===== config.mk =====
export PLATFORM = sky130hd
export DESIGN_NAME = multifunction_pin_config_decode
export DESIGN_NICKNAME = d
export VERILOG_FILES = /design/src/logic/pin_cfg_pkg.sv /design/src/logic/multifunction_pin_config_decode.sv /design/src/logic/pin_drive_resolve.sv /design/src/logic/pin_option_decode.sv
export SDC_FILE = /design/constraint.sdc
export NUM_CORES = 1
export LEC_CHECK = 0
export BUFFER_PORTS_ARGS = -buffer_cell sky130_fd_sc_hd__buf_2
export CORE_ASPECT_RATIO = 0.75
export CORE_MARGIN = 4
export CORE_UTILIZATION = 51
export CTS_CLUSTER_SIZE = 12
export DETAILED_ROUTE_END_ITERATION = 8
export PLACE_DENSITY = 0.8
export SETUP_SLACK_MARGIN = 0.1
export SLEW_MARGIN = 20
export SYNTH_ARGS = -nofsm -noshare
export SYNTH_HDL_FRONTEND = slang
export SYNTH_HIERARCHICAL = 1
export SYNTH_SLANG_ARGS = --single-unit

===== constraint.sdc =====
create_clock -name clk -period 1.56 [get_ports clk]
set_input_delay 0.312 -clock clk [delete_from_list [all_inputs] [get_ports clk]]
set_output_delay 0.312 -clock clk [all_outputs]
set_load 0.01 [all_outputs]

===== src/logic/pin_cfg_pkg.sv =====
// Shared constants and carriers for the multifunction pin configuration decoder.
// Assumes one 100 MHz clock and a plain strobe register port with 32-bit data.
package pin_cfg_pkg;

  // Bus geometry and timing of the register port
  localparam int unsigned ADDR_W = 8;
  localparam int unsigned DATA_W = 32;
  localparam int unsigned CLK_PERIOD_NS = 10;

  // Register offsets (byte addresses, one aligned word each)
  localparam logic [ADDR_W-1:0] CHG_CFG_OFFSET = 8'h00;
  localparam logic [ADDR_W-1:0] SW_CFG_OFFSET = 8'h04;
  localparam logic [ADDR_W-1:0] OUT_CTRL_OFFSET = 8'h08;
  localparam logic [ADDR_W-1:0] STATUS_OFFSET = 8'h0c;

  // Configuration byte layout: function field in the low bits, options above
  localparam int unsigned CFG_W = 8;
  localparam int unsigned FN_LSB = 0;
  localparam int unsigned FN_W = 2;
  localparam int unsigned OPT_LSB = 2;
  localparam int unsigned OPT_W = 6;
  localparam logic [CFG_W-1:0] CFG_RESET = 8'h00;

  // Option bit positions in output functions
  localparam int unsigned OPT_POLARITY = 5;
  localparam int unsigned OPT_RAIL = 3;
  localparam int unsigned OPT_PULL_UP = 2;
  localparam int unsigned OPT_ACTIVE_HI = 1;
  localparam int unsigned OPT_PULL_DOWN = 0;

  // Option field positions in analogue functions
  localparam int unsigned PU_LSB = 4;
  localparam int unsigned MODEL_LSB = 2;
  localparam int unsigned MEAS_LSB = 0;

  // Analogue option codes
  localparam logic [1:0] PU_18K = 2'h0;
  localparam logic [1:0] PU_180K = 2'h1;
  localparam logic [1:0] MODEL_RAW = 2'h3;
  localparam logic [1:0] MEAS_ADC = 2'h0;
  localparam logic [1:0] MEAS_CELL = 2'h1;
  localparam logic [1:0] MEAS_REPORT = 2'h2;
  localparam logic [1:0] MEAS_SWITCH = 2'h3;

  // Output-level control register
  localparam int unsigned OUT_CTRL_W = 2;
  localparam int unsigned OUT_CTRL_CHG_BIT = 0;
  localparam int unsigned OUT_CTRL_SW_BIT = 1;
  localparam logic [OUT_CTRL_W-1:0] OUT_CTRL_RESET = 2'h0;

  // Function field codes; code 2 is the indicator on one pin, unused on the other
  typedef enum logic [1:0] {
    FN_IDLE = 2'h0,
    FN_GPO = 2'h1,
    FN_ALT = 2'h2,
    FN_ANALOG = 2'h3
  } pin_func_t;

  typedef struct packed {
    logic host_role;
    logic general_output_mode;
    logic indicator;
    logic analog;
  } pin_mode_t;

  typedef struct packed {
    logic pu_18k;
    logic pu_180k;
    logic [1:0] model;
    logic raw_counts;
    logic adc_general;
    logic cell_prot;
    logic switch_prot;
    logic report_temp;
  } analog_use_t;

  typedef struct packed {
    logic drive_out;
    logic oe_n;
    logic rail_upper; // High drive from the regulator rail instead of 1.8 V
    logic weak_pu;
    logic weak_pd;
  } pin_drive_t;

endpackage : pin_cfg_pkg


===== src/logic/multifunction_pin_config_decode.sv =====
// Top of the multifunction pin configuration decoder: register port, two pin
// configuration bytes, a level control word and registered pin controls.
// Assumes charge_disabled comes from logic on clk and the bus master never
// raises both strobes together.

// Functional notes
// - Charge pin function: unused, output, indicator, analogue
// - Serial pin function: host, output, unused, analogue
// - Indicator polarity bit sets level when disabled
// - Polarity bit ignored in general output mode
// - Rail bit picks 1.8 V or regulator rail
// - Pull-up bit enables weak pull-up to rail
// - Active-high bit; else high is tri-state (the decoder still drives high when the rail bit is set)
// - Pull-down bit enables weak pull-down
// - Analogue function reinterprets the six option bits
// - Pull-up field: 18k, 180k or none
// - Model field: 18K, 180K, custom, raw
// - Measurement: general input, cell, switch protection
// - Code two reports temperature, no protection use
module multifunction_pin_config_decode (
  input wire logic clk,
  input wire logic reset_n,
  input wire logic [pin_cfg_pkg::ADDR_W-1:0] addr,
  input wire logic [pin_cfg_pkg::DATA_W-1:0] wdata,
  input wire logic wr_en,
  input wire logic rd_en,
  output logic [pin_cfg_pkg::DATA_W-1:0] rdata,
  input wire logic charge_disabled,
  output pin_cfg_pkg::pin_mode_t chg_mode,
  output pin_cfg_pkg::pin_drive_t chg_drive,
  output pin_cfg_pkg::analog_use_t chg_analog,
  output pin_cfg_pkg::pin_mode_t sw_mode,
  output pin_cfg_pkg::pin_drive_t sw_drive,
  output pin_cfg_pkg::analog_use_t sw_analog
);

  typedef struct packed {
    logic [pin_cfg_pkg::CFG_W-1:0] cfg_chg;
    logic [pin_cfg_pkg::CFG_W-1:0] cfg_sw;
    logic [pin_cfg_pkg::OUT_CTRL_W-1:0] out_ctrl;
    logic [pin_cfg_pkg::DATA_W-1:0] rdata;
    pin_cfg_pkg::pin_mode_t chg_mode;
    pin_cfg_pkg::pin_drive_t chg_drive;
    pin_cfg_pkg::analog_use_t chg_analog;
    pin_cfg_pkg::pin_mode_t sw_mode;
    pin_cfg_pkg::pin_drive_t sw_drive;
    pin_cfg_pkg::analog_use_t sw_analog;
  } state_t;

  state_t state_q;
  state_t state_d;

  pin_cfg_pkg::pin_mode_t chg_mode_c;
  pin_cfg_pkg::pin_mode_t sw_mode_c;
  pin_cfg_pkg::analog_use_t chg_analog_c;
  pin_cfg_pkg::analog_use_t sw_analog_c;
  pin_cfg_pkg::pin_drive_t chg_drive_c;
  pin_cfg_pkg::pin_drive_t sw_drive_c;
  logic [pin_cfg_pkg::OPT_W-1:0] chg_opt;
  logic [pin_cfg_pkg::OPT_W-1:0] sw_opt;
  logic [pin_cfg_pkg::FN_W-1:0] chg_fn;
  logic [pin_cfg_pkg::FN_W-1:0] sw_fn;
  logic [pin_cfg_pkg::DATA_W-1:0] status_word;

  // Field views of the stored configuration bytes
  assign chg_opt = state_q.cfg_chg[pin_cfg_pkg::OPT_LSB +: pin_cfg_pkg::OPT_W];
  assign sw_opt = state_q.cfg_sw[pin_cfg_pkg::OPT_LSB +: pin_cfg_pkg::OPT_W];
  assign chg_fn = state_q.cfg_chg[pin_cfg_pkg::FN_LSB +: pin_cfg_pkg::FN_W];
  assign sw_fn = state_q.cfg_sw[pin_cfg_pkg::FN_LSB +: pin_cfg_pkg::FN_W];

  // Charge pin carries the indicator; serial pin has the host role at code 0
  pin_option_decode #(
    .HAS_INDICATOR(1'b1),
    .HAS_HOST_ROLE(1'b0)
  ) chg_decode (
    .cfg(state_q.cfg_chg),
    .mode(chg_mode_c),
    .analog(chg_analog_c)
  );

  pin_option_decode #(
    .HAS_INDICATOR(1'b0),
    .HAS_HOST_ROLE(1'b1)
  ) sw_decode (
    .cfg(state_q.cfg_sw),
    .mode(sw_mode_c),
    .analog(sw_analog_c)
  );

  pin_drive_resolve chg_resolve (
    .mode(chg_mode_c),
    .opt(chg_opt),
    .gpo_level(state_q.out_ctrl[pin_cfg_pkg::OUT_CTRL_CHG_BIT]),
    .charge_disabled(charge_disabled),
    .drive(chg_drive_c)
  );

  // The serial pin has no indicator, so charge state never reaches it
  pin_drive_resolve sw_resolve (
    .mode(sw_mode_c),
    .opt(sw_opt),
    .gpo_level(state_q.out_ctrl[pin_cfg_pkg::OUT_CTRL_SW_BIT]),
    .charge_disabled(1'b0),
    .drive(sw_drive_c)
  );

  // Status shows what the pins are actually doing, not just the settings
  assign status_word = {4'h0, state_q.sw_analog, state_q.chg_analog, state_q.sw_drive, state_q.chg_drive};

  // Next state: register writes, one-cycle read data and pin control copies
  always_comb begin
    state_d = state_q;
    if (wr_en) begin
      case (addr)
        pin_cfg_pkg::CHG_CFG_OFFSET: state_d.cfg_chg = wdata[pin_cfg_pkg::CFG_W-1:0];
        pin_cfg_pkg::SW_CFG_OFFSET: state_d.cfg_sw = wdata[pin_cfg_pkg::CFG_W-1:0];
        pin_cfg_pkg::OUT_CTRL_OFFSET: state_d.out_ctrl = wdata[pin_cfg_pkg::OUT_CTRL_W-1:0];
        default: ; // Status is read-only; unmapped writes vanish
      endcase
    end
    state_d.rdata = '0;
    if (rd_en) begin
      case (addr)
        pin_cfg_pkg::CHG_CFG_OFFSET: state_d.rdata = {24'h000000, state_q.cfg_chg};
        pin_cfg_pkg::SW_CFG_OFFSET: state_d.rdata = {24'h000000, state_q.cfg_sw};
        pin_cfg_pkg::OUT_CTRL_OFFSET: state_d.rdata = {30'h00000000, state_q.out_ctrl};
        pin_cfg_pkg::STATUS_OFFSET: state_d.rdata = status_word;
        default: state_d.rdata = '0;
      endcase
    end
    state_d.chg_mode = chg_mode_c;
    state_d.chg_drive = chg_drive_c;
    state_d.chg_analog = chg_analog_c;
    state_d.sw_mode = sw_mode_c;
    state_d.sw_drive = sw_drive_c;
    state_d.sw_analog = sw_analog_c;
  end

  // Reset releases both pins; a driven pin before software sets it up could fight the board
  always_ff @(posedge clk) begin
    if (!reset_n) begin
      state_q <= '0;
      state_q.cfg_chg <= pin_cfg_pkg::CFG_RESET;
      state_q.cfg_sw <= pin_cfg_pkg::CFG_RESET;
      state_q.out_ctrl <= pin_cfg_pkg::OUT_CTRL_RESET;
      state_q.chg_drive.oe_n <= 1'b1;
      state_q.sw_drive.oe_n <= 1'b1;
    end else begin
      state_q <= state_d;
    end
  end

  // Outputs straight from flops
  assign rdata = state_q.rdata;
  assign chg_mode = state_q.chg_mode;
  assign chg_drive = state_q.chg_drive;
  assign chg_analog = state_q.chg_analog;
  assign sw_mode = state_q.sw_mode;
  assign sw_drive = state_q.sw_drive;
  assign sw_analog = state_q.sw_analog;
endmodule : multifunction_pin_config_decode


===== src/logic/pin_drive_resolve.sv =====
// Turns a decoded output function and its options into pin drive controls.
// Purely combinational; the charge-disable level comes from logic on the same clock.
module pin_drive_resolve (
  input pin_cfg_pkg::pin_mode_t mode,
  input wire logic [pin_cfg_pkg::OPT_W-1:0] opt,
  input wire logic gpo_level,
  input wire logic charge_disabled,
  output pin_cfg_pkg::pin_drive_t drive
);

  logic level;

  // Polarity only applies to the indicator; a plain output follows software
  assign level = mode.indicator ? (charge_disabled ^ opt[pin_cfg_pkg::OPT_POLARITY])
                                : gpo_level;

  // Non-output functions leave the pin released with no pulls
  always_comb begin
    drive = '0;
    drive.oe_n = 1'b1;
    if (mode.general_output_mode || mode.indicator) begin
      drive.drive_out = level;
      drive.rail_upper = opt[pin_cfg_pkg::OPT_RAIL];
      drive.weak_pu = opt[pin_cfg_pkg::OPT_PULL_UP];
      drive.weak_pd = opt[pin_cfg_pkg::OPT_PULL_DOWN];
      // The upper rail has no tri-state high, so it always drives
      drive.oe_n = level && !(opt[pin_cfg_pkg::OPT_ACTIVE_HI] || opt[pin_cfg_pkg::OPT_RAIL]);
    end
  end

endmodule : pin_drive_resolve


===== src/logic/pin_option_decode.sv =====
// Splits one pin configuration byte into its function and analogue fields.
// Purely combinational; the caller registers the results.
module pin_option_decode #(
  parameter bit HAS_INDICATOR = 1'b1,
  parameter bit HAS_HOST_ROLE = 1'b0
) (
  input wire logic [pin_cfg_pkg::CFG_W-1:0] cfg,
  output pin_cfg_pkg::pin_mode_t mode,
  output pin_cfg_pkg::analog_use_t analog
);

  pin_cfg_pkg::pin_func_t fn;
  logic [pin_cfg_pkg::OPT_W-1:0] opt;
  logic [1:0] pu;
  logic [1:0] meas;

  assign fn = pin_cfg_pkg::pin_func_t'(cfg[pin_cfg_pkg::FN_LSB +: pin_cfg_pkg::FN_W]);
  assign opt = cfg[pin_cfg_pkg::OPT_LSB +: pin_cfg_pkg::OPT_W];
  assign pu = opt[pin_cfg_pkg::PU_LSB +: 2];
  assign meas = opt[pin_cfg_pkg::MEAS_LSB +: 2];

  // Options only mean analogue settings once the analogue function is chosen
  always_comb begin
    mode = '0;
    analog = '0;
    unique case (fn)
      pin_cfg_pkg::FN_IDLE: mode.host_role = HAS_HOST_ROLE;
      pin_cfg_pkg::FN_GPO: mode.general_output_mode = 1'b1;
      pin_cfg_pkg::FN_ALT: mode.indicator = HAS_INDICATOR; // Unused on the serial pin
      pin_cfg_pkg::FN_ANALOG: begin
        mode.analog = 1'b1;
        analog.pu_18k = (pu == pin_cfg_pkg::PU_18K);
        analog.pu_180k = (pu == pin_cfg_pkg::PU_180K); // Codes 2 and 3 are left without pull-up
        analog.model = opt[pin_cfg_pkg::MODEL_LSB +: 2];
        analog.raw_counts = (opt[pin_cfg_pkg::MODEL_LSB +: 2] == pin_cfg_pkg::MODEL_RAW);
        analog.adc_general = (meas == pin_cfg_pkg::MEAS_ADC);
        analog.cell_prot = (meas == pin_cfg_pkg::MEAS_CELL);
        analog.switch_prot = (meas == pin_cfg_pkg::MEAS_SWITCH);
        analog.report_temp = (meas != pin_cfg_pkg::MEAS_ADC);
      end
    endcase
  end

endmodule : pin_option_decode

; ---- Yosys cells after proc, flatten, opt, wreduce, memory -nomap -nowiden
; Index checks and enable logic that the tools add are counted.
[totals]
elab_cells = 86
register_bits = 86
[op_classes]
n_reduce_logical = 23
n_eq_ne = 16
bitwise_logic = 1
mux = 8
[op_table]
columns = op, count
row1 = 28-bit one-hot mux with 4 select lines, 1
row2 = 8-bit by 4-bit == test with 1-bit output (second input constant), 2
row3 = 2-bit AND reduction, 8
row4 = 2-bit == test (second input constant), 7
row5 = 2-bit by 1-bit == test with 1-bit output (second input constant), 6
row6 = 2-bit zero test, 5
row7 = 8-bit by 3-bit == test with 1-bit output (second input constant), 1
row8 = 8-bit zero test, 1
row9 = 1-bit two-way mux, 7
row10 = 2-bit nonzero test, 2
row11 = 1-bit logical OR, 3
row12 = 1-bit logical AND, 2
row13 = 1-bit zero test, 2
row14 = 1-bit XOR, 1

; ---- Longest topological paths before layout
; Gate-level depths: netlist (run 1).
[logic_depth]
depth_word = 4
ltp_mapped = 5

; ---- By module
; The synthesis (run 1) kept the hierarchy.
[modules_own_cells]
columns = mod, cells_per_inst, area_each_um2, instances
row1 = multifunction_pin_config_decode, 302, 3176.8, 1
row2 = pin_option_decode (chg_decode), 16, 165.2, 1
row3 = pin_option_decode (sw_decode), 16, 160.2, 1
row4 = pin_drive_resolve, 10, 76.3, 2

; ---- Least setup slack after synthesis (run 1)
; No wires, ideal clock.
[synth_timing]
path_type = flip-flop to flip-flop
from = register state_q, in the netlist chg_fn[0]
to = register, netlist name chg_drive[3]
setup_time_ps = 117
setup_slack_ps = 256
path_stages_with_launch = 6
arrival_time_ps = 1187
n_path_buf = 1
t_required_ps = 1443
cell_sequence = dfxtp_1 -> buf_4 -> and2b_2 -> nor4b_2 -> a311o_1 -> nand2b_1
[synth_rtl]
columns = item, line_no
row1 = start: declaration, multifunction_pin_config_decode.sv:50  ; state_t state_q;
row2 = start signal: assignment, multifunction_pin_config_decode.sv:149  ; state_q <= state_d;

==> metrics.txt, run 1 <==
# TYPE chip_impl_metric gauge
chip_impl_info{name="run_status",value="finished clean"} 1
chip_impl_metric{name="hold_path_cell_cnt",unit=""} 3
chip_impl_info{name="root_buffer",value="clkbuf_8"} 1
chip_impl_metric{name="post-route-drc-count",unit=""} 0
chip_impl_metric{name="cp_data_required_time",unit="ns"} 1.80
chip_impl_info{name="worst_setup_path_end_kind",value="flip-flop"} 1
chip_impl_info{name="final_cell_mix",value="buf_2 (84), dfxtp_1 (82), and2_1 (45)"} 1
chip_impl_info{name="timing.critical_path.from_type",value="flip-flop"} 1
chip_impl_metric{name="reg2reg_slack",unit="ns"} 0.24
chip_impl_metric{name="ios",unit=""} 113
chip_impl_metric{name="synth-seq-cells",unit=""} 82
chip_impl_metric{name="die_height",unit="um"} 81.3
chip_impl_metric{name="layout_min_cycle_time",unit="ns"} 1.32
chip_impl_metric{name="layout_cells_sized_above_1",unit="%"} 37.5
chip_impl_metric{name="synth_sequential_area_ratio",unit="%"} 44.9
chip_impl_metric{name="cts_buffers",unit=""} 9
chip_impl_info{name="hold_path.startpoint",value="wdata[5]"} 1
chip_impl_metric{name="ir_drop",unit="V"} 0.000392
chip_impl_info{name="yosys.area.top_type",value="dfxtp_1"} 1
chip_impl_metric{name="post_cts.repair.setup_buffers",unit=""} 0
chip_impl_metric{name="finish.utilization",unit="%"} 56.3
chip_impl_metric{name="initialDrtViolationCount",unit=""} 96
chip_impl_metric{name="grt_start_max_net_pins",unit=""} 63
chip_impl_metric{name="dieWidth",unit="um"} 106
chip_impl_info{name="timing.rr.end",value="sw_drive[3]$_SDFF_PN1_"} 1
chip_impl_metric{name="core-area",unit="um2"} 6900
chip_impl_metric{name="gpl.final_weighted_congestion",unit=""} 0.870
chip_impl_metric{name="cts_htree_levels",unit=""} 3
chip_impl_metric{name="layout_worst_path_cycle_share",unit="%"} 84.6
chip_impl_metric{name="clk_buf_depth",unit=""} 2
chip_impl_metric{name="finClkSkew",unit="ns"} 0.00773
chip_impl_metric{name="io_buffer_count",unit=""} 84
chip_impl_metric{name="worstRegToRegCells",unit=""} 4
chip_impl_metric{name="design.final.nets",unit=""} 421
chip_impl_info{name="critical_path_class",value="flip-flop to flip-flop"} 1
chip_impl_metric{name="synthCells",unit=""} 354
chip_impl_metric{name="globalRoute.totalOverflow",unit=""} 0
chip_impl_info{name="synth_area_leaders",value="dfxtp_1 (45%), buf_4 (15%), and2_1 (7.7%)"} 1
chip_impl_metric{name="path_clk_slew",unit="ns"} 0.08
chip_impl_info{name="mostFrequentLayoutCell",value="buf_2"} 1
chip_impl_metric{name="max_freq",unit="MHz"} 758
chip_impl_metric{name="synthesis.area",unit="um2"} 3650
chip_impl_metric{name="first_global_vias",unit=""} 2172
chip_impl_metric{name="die_area",unit="um2"} 8600
chip_impl_metric{name="antennaDiodeCount",unit=""} 0
chip_impl_metric{name="post_synth.cell_area_avg",unit="um2"} 10.3
chip_impl_metric{name="rows",unit=""} 26
chip_impl_metric{name="grt_use_total",unit="%"} 15.8
chip_impl_metric{name="critPathMaxFanout",unit=""} 4
chip_impl_metric{name="hpwlAfterDp",unit="um"} 4810
chip_impl_metric{name="setup_viol",unit=""} 0
chip_impl_metric{name="area_growth",unit="%"} 6.16
chip_impl_metric{name="clk_latency",unit="ns"} 0.35
chip_impl_metric{name="power.density_cell_area",unit="nW/um2"} 981
chip_impl_metric{name="dr_total_vias",unit=""} 2198
chip_impl_metric{name="firstDrtPassIters",unit=""} 4
chip_impl_metric{name="route.antenna.remaining_nets",unit=""} 0
chip_impl_info{name="crit-reg2reg-launch",value="state_q[70]$_SDFFE_PN0P_"} 1
chip_impl_metric{name="route.detailed.vias_per_inst",unit=""} 4.59
chip_impl_metric{name="yosys.cell_types.count",unit=""} 33
chip_impl_metric{name="grt_pass1_wl",unit="um"} 10500
chip_impl_metric{name="synth.top_cell.area_share",unit="%"} 44.9
chip_impl_info{name="clock_tree_from_tritoncts",value="yes"} 1
chip_impl_metric{name="wirelength",unit="um"} 6620
chip_impl_info{name="hp-class",value="input pin to flip-flop"} 1
chip_impl_metric{name="number_of_antenna_violations_at_the_first_check_in_global_routing",unit=""} 0
chip_impl_metric{name="post_cts_hold_buffer_count",unit=""} 0
chip_impl_metric{name="clkSinkCount",unit=""} 82
chip_impl_metric{name="timing.max_cap.violations",unit=""} 0
chip_impl_metric{name="n_fill_cell",unit=""} 630
chip_impl_metric{name="finalHoldViolations",unit=""} 0
chip_impl_metric{name="ys.warnings.count",unit=""} 6
chip_impl_info{name="hold_end",value="state_q[75]$_SDFFE_PN0P_"} 1
chip_impl_metric{name="post_cts_resized",unit=""} 0
chip_impl_metric{name="power.static_leakage",unit="nW"} 1.91
chip_impl_metric{name="final_area",unit="um2"} 3880
chip_impl_metric{name="postPlaceCellArea",unit="um2"} 3670
chip_impl_metric{name="initial_utilization",unit="%"} 53.0
chip_impl_info{name="grt_setup_unrepaired",value="false"} 1
chip_impl_metric{name="timing_max_transition_violations_final",unit=""} 0
chip_impl_metric{name="wire_per_inst",unit="um"} 13.8
chip_impl_metric{name="finalSetupTns",unit="ns"} 0
chip_impl_metric{name="cp.arrival",unit="ns"} 1.56
==> cell type report <==
| cell class | instances | area [um2] | area share (%) |
|---|---|---|---|
| sequential | 82 | 1640 | 42.3 |
| tap | 98 | 123 | 3.16 |
| timing repair buffer | 95 | 515 | 13.3 |
| clock inverter | 5 | 60.1 | 1.55 |
| clock buffer | 11 | 151 | 3.90 |
| multi-input combinational | 188 | 1390 | 35.8 |
==> cells in the mapped netlist (all sizes together) <==
cell	n
buf	82
dfxtp	82
and2	56
nand2	27
mux2i	24
nor2	12
nor2b	10
nand3	7
and3	6
clkbuf	6
o21a	6
and4	5
and4b	4
nor4bb	4
conb	3
a22o	2
a311o	2
mux4	2
nand2b	2
nand4b	2
nor4b	2
o211a	2
xor2	2
and2b	1
and4bb	1
nor3b	1
nor4	1
==> worst max-delay path by stage <==
stage / start / slack [ns] / cells after the start / end
detailed placement: addr[1] / 0.02 / 4 / rdata[17]$_SDFF_PN0_
global route: state_q[70]$_SDFFE_PN0P_ / 0.17 / 4 / sw_drive[3]$_SDFF_PN1_
global placement: addr[1] / 0.06 / 4 / rdata[17]$_SDFF_PN0_
floorplan: chg_fn[0]$_SDFFE_PN0P_ / 0.26 / 5 / chg_drive[3]$_SDFF_PN1_
finish: state_q[70]$_SDFFE_PN0P_ / 0.24 / 4 / sw_drive[3]$_SDFF_PN1_
CTS: state_q[70]$_SDFFE_PN0P_ / 0.26 / 4 / sw_drive[3]$_SDFF_PN1_
==> critical path: stages (launching register included) <==
cell	delay [ns]
dfxtp_1	0.40
nor2b_1	0.26
nor2_1	0.13
a311o_1	0.29
nand2b_1	0.14
==> state kept, by name, indices dropped and copies added, names as in the netlist, 4 cells and up <==
register and flops:
chg_analog 9, chg_opt 6, rdata 28, sw_drive 5
state_q 10, chg_mode 4, sw_mode 4, sw_analog 9
chg_drive 5
==> through the flow <==
stage / setup slack, ns / hold slack [ns] / power [mW] / cells
after detailed placement: 0.0234 / 0.436 / 2.28 / 463
after CTS: 0.258 / 0.222 / 3.84 / 479
after floorplan: 0.256 / 0.431 / 2.25 / 358
after global placement: 0.0582 / 0.434 / 2.28 / 463
final: 0.241 / 0.229 / 3.81 / 479
after global routing: 0.170 / 0.251 / 3.95 / 479
==> power breakdown <==
group	total [mW]	switching, mW	leakage, nW	internal [mW]
registers	2.10	0.00284	0.661	2.10
logic	0.132	0.0768	1.14	0.0552
clock network	1.57	0.742	0.106	0.832
==> logic make-up after synthesis <==
logic type / after synthesis / share of synthesized area, %
flip-flops: 82 / 44.9
other: 3 / 0.308
AND/OR/NAND/NOR: 141 / 26.1
AO/OA/AOI/OAI: 12 / 2.88
XOR/XNOR: 2 / 0.479
multiplexers: 26 / 7.81
buffers and inverters: 88 / 17.5
==> per-layer routing <==
layer	routed length, um	GRT usage (%)
met1	3010	19.1
met2	3070	26.1
met3	436	4.92
met4	108	6.99
met5	0	0
No activity file was read; power rests on OpenSTA's default activity.
==> run 2, diff against run 1 <==
- clock period: 1.56 -> 1.3 ns (I/O delays scaled with it)
==> metrics.txt, run 2 (synthesis results as in run 1) <==
# TYPE chip_impl_metric gauge
chip_impl_info{name="run_status",value="finished clean"} 1
chip_impl_metric{name="power_report.internal_total",unit="mW"} 3.72
chip_impl_metric{name="reg2reg_slack",unit="ns"} 0.07
chip_impl_metric{name="power.density_cell_area",unit="nW/um2"} 1190
chip_impl_metric{name="cp_data_required_time",unit="ns"} 1.54
chip_impl_metric{name="clk_latency",unit="ns"} 0.35
chip_impl_metric{name="firstDrtPassIters",unit=""} 4
chip_impl_metric{name="sequential_cell_area",unit="um2"} 1650
chip_impl_metric{name="cp.arrival",unit="ns"} 1.47
chip_impl_metric{name="area_growth",unit="%"} 8.90
chip_impl_metric{name="max_freq",unit="MHz"} 812
chip_impl_metric{name="finClkSkew",unit="ns"} 0.00937
chip_impl_metric{name="gpl.final_weighted_congestion",unit=""} 0.861
chip_impl_metric{name="timing.max_cap.violations",unit=""} 0
chip_impl_metric{name="grt_start_max_net_pins",unit=""} 38
chip_impl_metric{name="ios",unit=""} 113
chip_impl_info{name="hp-class",value="input pin to flip-flop"} 1
chip_impl_metric{name="timing_max_transition_violations_final",unit=""} 0
chip_impl_info{name="grt_setup_unrepaired",value="true"} 1
chip_impl_metric{name="hpwlAfterDp",unit="um"} 5000
chip_impl_info{name="crit-reg2reg-launch",value="chg_fn[0]$_SDFFE_PN0P_"} 1
chip_impl_metric{name="layout_min_cycle_time",unit="ns"} 1.23
chip_impl_metric{name="antennaDiodeCount",unit=""} 0
chip_impl_info{name="final_cell_mix",value="buf_2 (84), dfxtp_1 (79), and2_1 (45)"} 1
chip_impl_info{name="worst_setup_path_startpoint",value="chg_fn[0]$_SDFFE_PN0P_"} 1
chip_impl_metric{name="design.final.nets",unit=""} 431
chip_impl_metric{name="wirelength",unit="um"} 6900
chip_impl_metric{name="route.antenna.remaining_nets",unit=""} 0
chip_impl_metric{name="core-area",unit="um2"} 6900
chip_impl_metric{name="ir_drop",unit="V"} 0.000602
chip_impl_metric{name="post_cts_hold_buffer_count",unit=""} 0
chip_impl_metric{name="clkSinkCount",unit=""} 82
chip_impl_metric{name="sw_frac_of_total",unit="%"} 21.1
chip_impl_metric{name="io_buffer_count",unit=""} 84
chip_impl_metric{name="path_clk_slew",unit="ns"} 0.08
chip_impl_metric{name="power.net_switching",unit="mW"} 0.998
chip_impl_metric{name="layout_worst_path_cycle_share",unit="%"} 94.7
chip_impl_metric{name="number_of_antenna_violations_at_the_first_check_in_global_routing",unit=""} 0
chip_impl_metric{name="multiInputGateArea",unit="um2"} 1410
chip_impl_metric{name="cts_htree_levels",unit=""} 3
chip_impl_metric{name="die_area",unit="um2"} 8600
chip_impl_info{name="mostFrequentLayoutCell",value="buf_2"} 1
chip_impl_metric{name="power.static_leakage",unit="nW"} 1.97
chip_impl_info{name="path_cells",value="and2b_2 -> nor2_2 -> a311o_1 -> nand2b_1"} 1
chip_impl_metric{name="route.detailed.vias_per_inst",unit=""} 4.72
chip_impl_metric{name="setup_viol",unit=""} 0
chip_impl_info{name="hold_path.startpoint",value="wdata[2]"} 1
chip_impl_metric{name="cp_slowest_stage_delay",unit="ns"} 0.34
chip_impl_metric{name="dr_total_vias",unit=""} 2307
chip_impl_metric{name="grt_pass1_wl",unit="um"} 11100
chip_impl_metric{name="dieWidth",unit="um"} 106
chip_impl_info{name="cpMaxStageDelayCell",value="dfxtp_2"} 1
chip_impl_metric{name="filler_free_cell_count_of_the_finished_design",unit=""} 489
chip_impl_metric{name="finalHoldViolations",unit=""} 0
chip_impl_info{name="critical_path.endpoint",value="chg_drive[3]$_SDFF_PN1_"} 1
chip_impl_metric{name="clkPwrFrac",unit="%"} 43.1
chip_impl_metric{name="critPathMaxFanout",unit=""} 6
chip_impl_metric{name="layout_cells_sized_above_1",unit="%"} 40.4
chip_impl_metric{name="wire_per_inst",unit="um"} 14.1
chip_impl_metric{name="rows",unit=""} 26
chip_impl_metric{name="combinationalPowerShare",unit="%"} 3.6
chip_impl_metric{name="post-route-drc-count",unit=""} 0
chip_impl_metric{name="globalRoute.totalOverflow",unit=""} 0
chip_impl_info{name="timing.rr.end",value="chg_drive[3]$_SDFF_PN1_"} 1
chip_impl_metric{name="n_fill_cell",unit=""} 607
chip_impl_metric{name="initial_utilization",unit="%"} 53.0
chip_impl_metric{name="numPlacedInstances",unit=""} 473
chip_impl_metric{name="hold_slack",unit="ns"} 0.180
chip_impl_metric{name="first_global_vias",unit=""} 2268
chip_impl_metric{name="totalPowerFinal",unit="mW"} 4.72
chip_impl_metric{name="power_frac_seq",unit="%"} 53.4
chip_impl_metric{name="largest_reg_flops",unit=""} 28
chip_impl_info{name="root_buffer",value="clkbuf_8"} 1
chip_impl_info{name="critical_path_class",value="flip-flop to flip-flop"} 1
chip_impl_metric{name="die_height",unit="um"} 81.3
chip_impl_metric{name="initialDrtViolationCount",unit=""} 157
chip_impl_info{name="timing.critical_path.from_type",value="flip-flop"} 1
chip_impl_info{name="worst_setup_path_end_kind",value="flip-flop"} 1
chip_impl_metric{name="grt_use_total",unit="%"} 16.9
chip_impl_info{name="clock_tree_from_tritoncts",value="yes"} 1
chip_impl_metric{name="clk_buf_depth",unit=""} 2
chip_impl_metric{name="cts_buffers",unit=""} 9
chip_impl_metric{name="worstRegToRegCells",unit=""} 4
run 2: critical path: cells and delay by family, from the launching register on:
family | cells | cell delay [ns]
flip-flops | 1 | 0.34
AND/OR/NAND/NOR | 3 | 0.47
AO/OA/AOI/OAI | 1 | 0.31
run 2: worst min path at each step:
stage                                to  slack [ns]  cells after the start
6_report       state_q[72]$_SDFFE_PN0P_        0.18                      3
5_1_grt        state_q[77]$_SDFFE_PN0P_        0.18                      3
4_1_cts        state_q[77]$_SDFFE_PN0P_        0.17                      3
3_3_place_gp       rdata[16]$_SDFF_PN0_        0.43                      1
2_1_floorplan   chg_opt[0]$_SDFFE_PN0P_        0.42                      2
3_5_place_dp       rdata[15]$_SDFF_PN0_        0.44                      1
run 2: area by class of cell:
type | count | share of cell area (%)
flip-flops and latches | 82 | 41.4
multi-input cells | 188 | 35.3
well taps | 98 | 3.08
clock buffers | 10 | 3.46
clock inverters | 6 | 2.20
repair buffers | 105 | 14.5
run 2: power groups by stage:
stage                     sequential [mW]  clock (mW)  combinational, mW
after global routing                 2.52        2.20              0.185
after floorplan                      2.58           0              0.119
after CTS                            2.52        2.08              0.166
after global placement               2.58           0              0.161
after detailed placement             2.58           0              0.165
final                                2.52        2.03              0.169
run 2: stage by stage:
step                util, %  TNS (ns)  cell area [um2]  setup slack [ns]
global placement       54.2     -3.55             3730            -0.176
CTS                    57.5         0             3960            0.0795
detailed placement     54.2     -4.40             3730            -0.223
global route           57.7         0             3980            0.0156
floorplan                 -         0             3690            0.0255
finish                 57.7         0             3980            0.0685
run 2: per-layer routing:
layer	GRT usage, %	vias up	wire length (um)
met5	0	-	0
li1	-	1147	-
met2	27.3	74	3190
met3	6.27	12	470
met4	7.76	0	143
met1	20.4	1074	3100
run 2: repair_timing:
item	CTS	global route
setup buffers	0	0
cloned	0	0
endpoints found under the setup margin	5	9
gates resized for setup	2	4
endpoints found under the hold margin	0	0
pin swaps	1	0
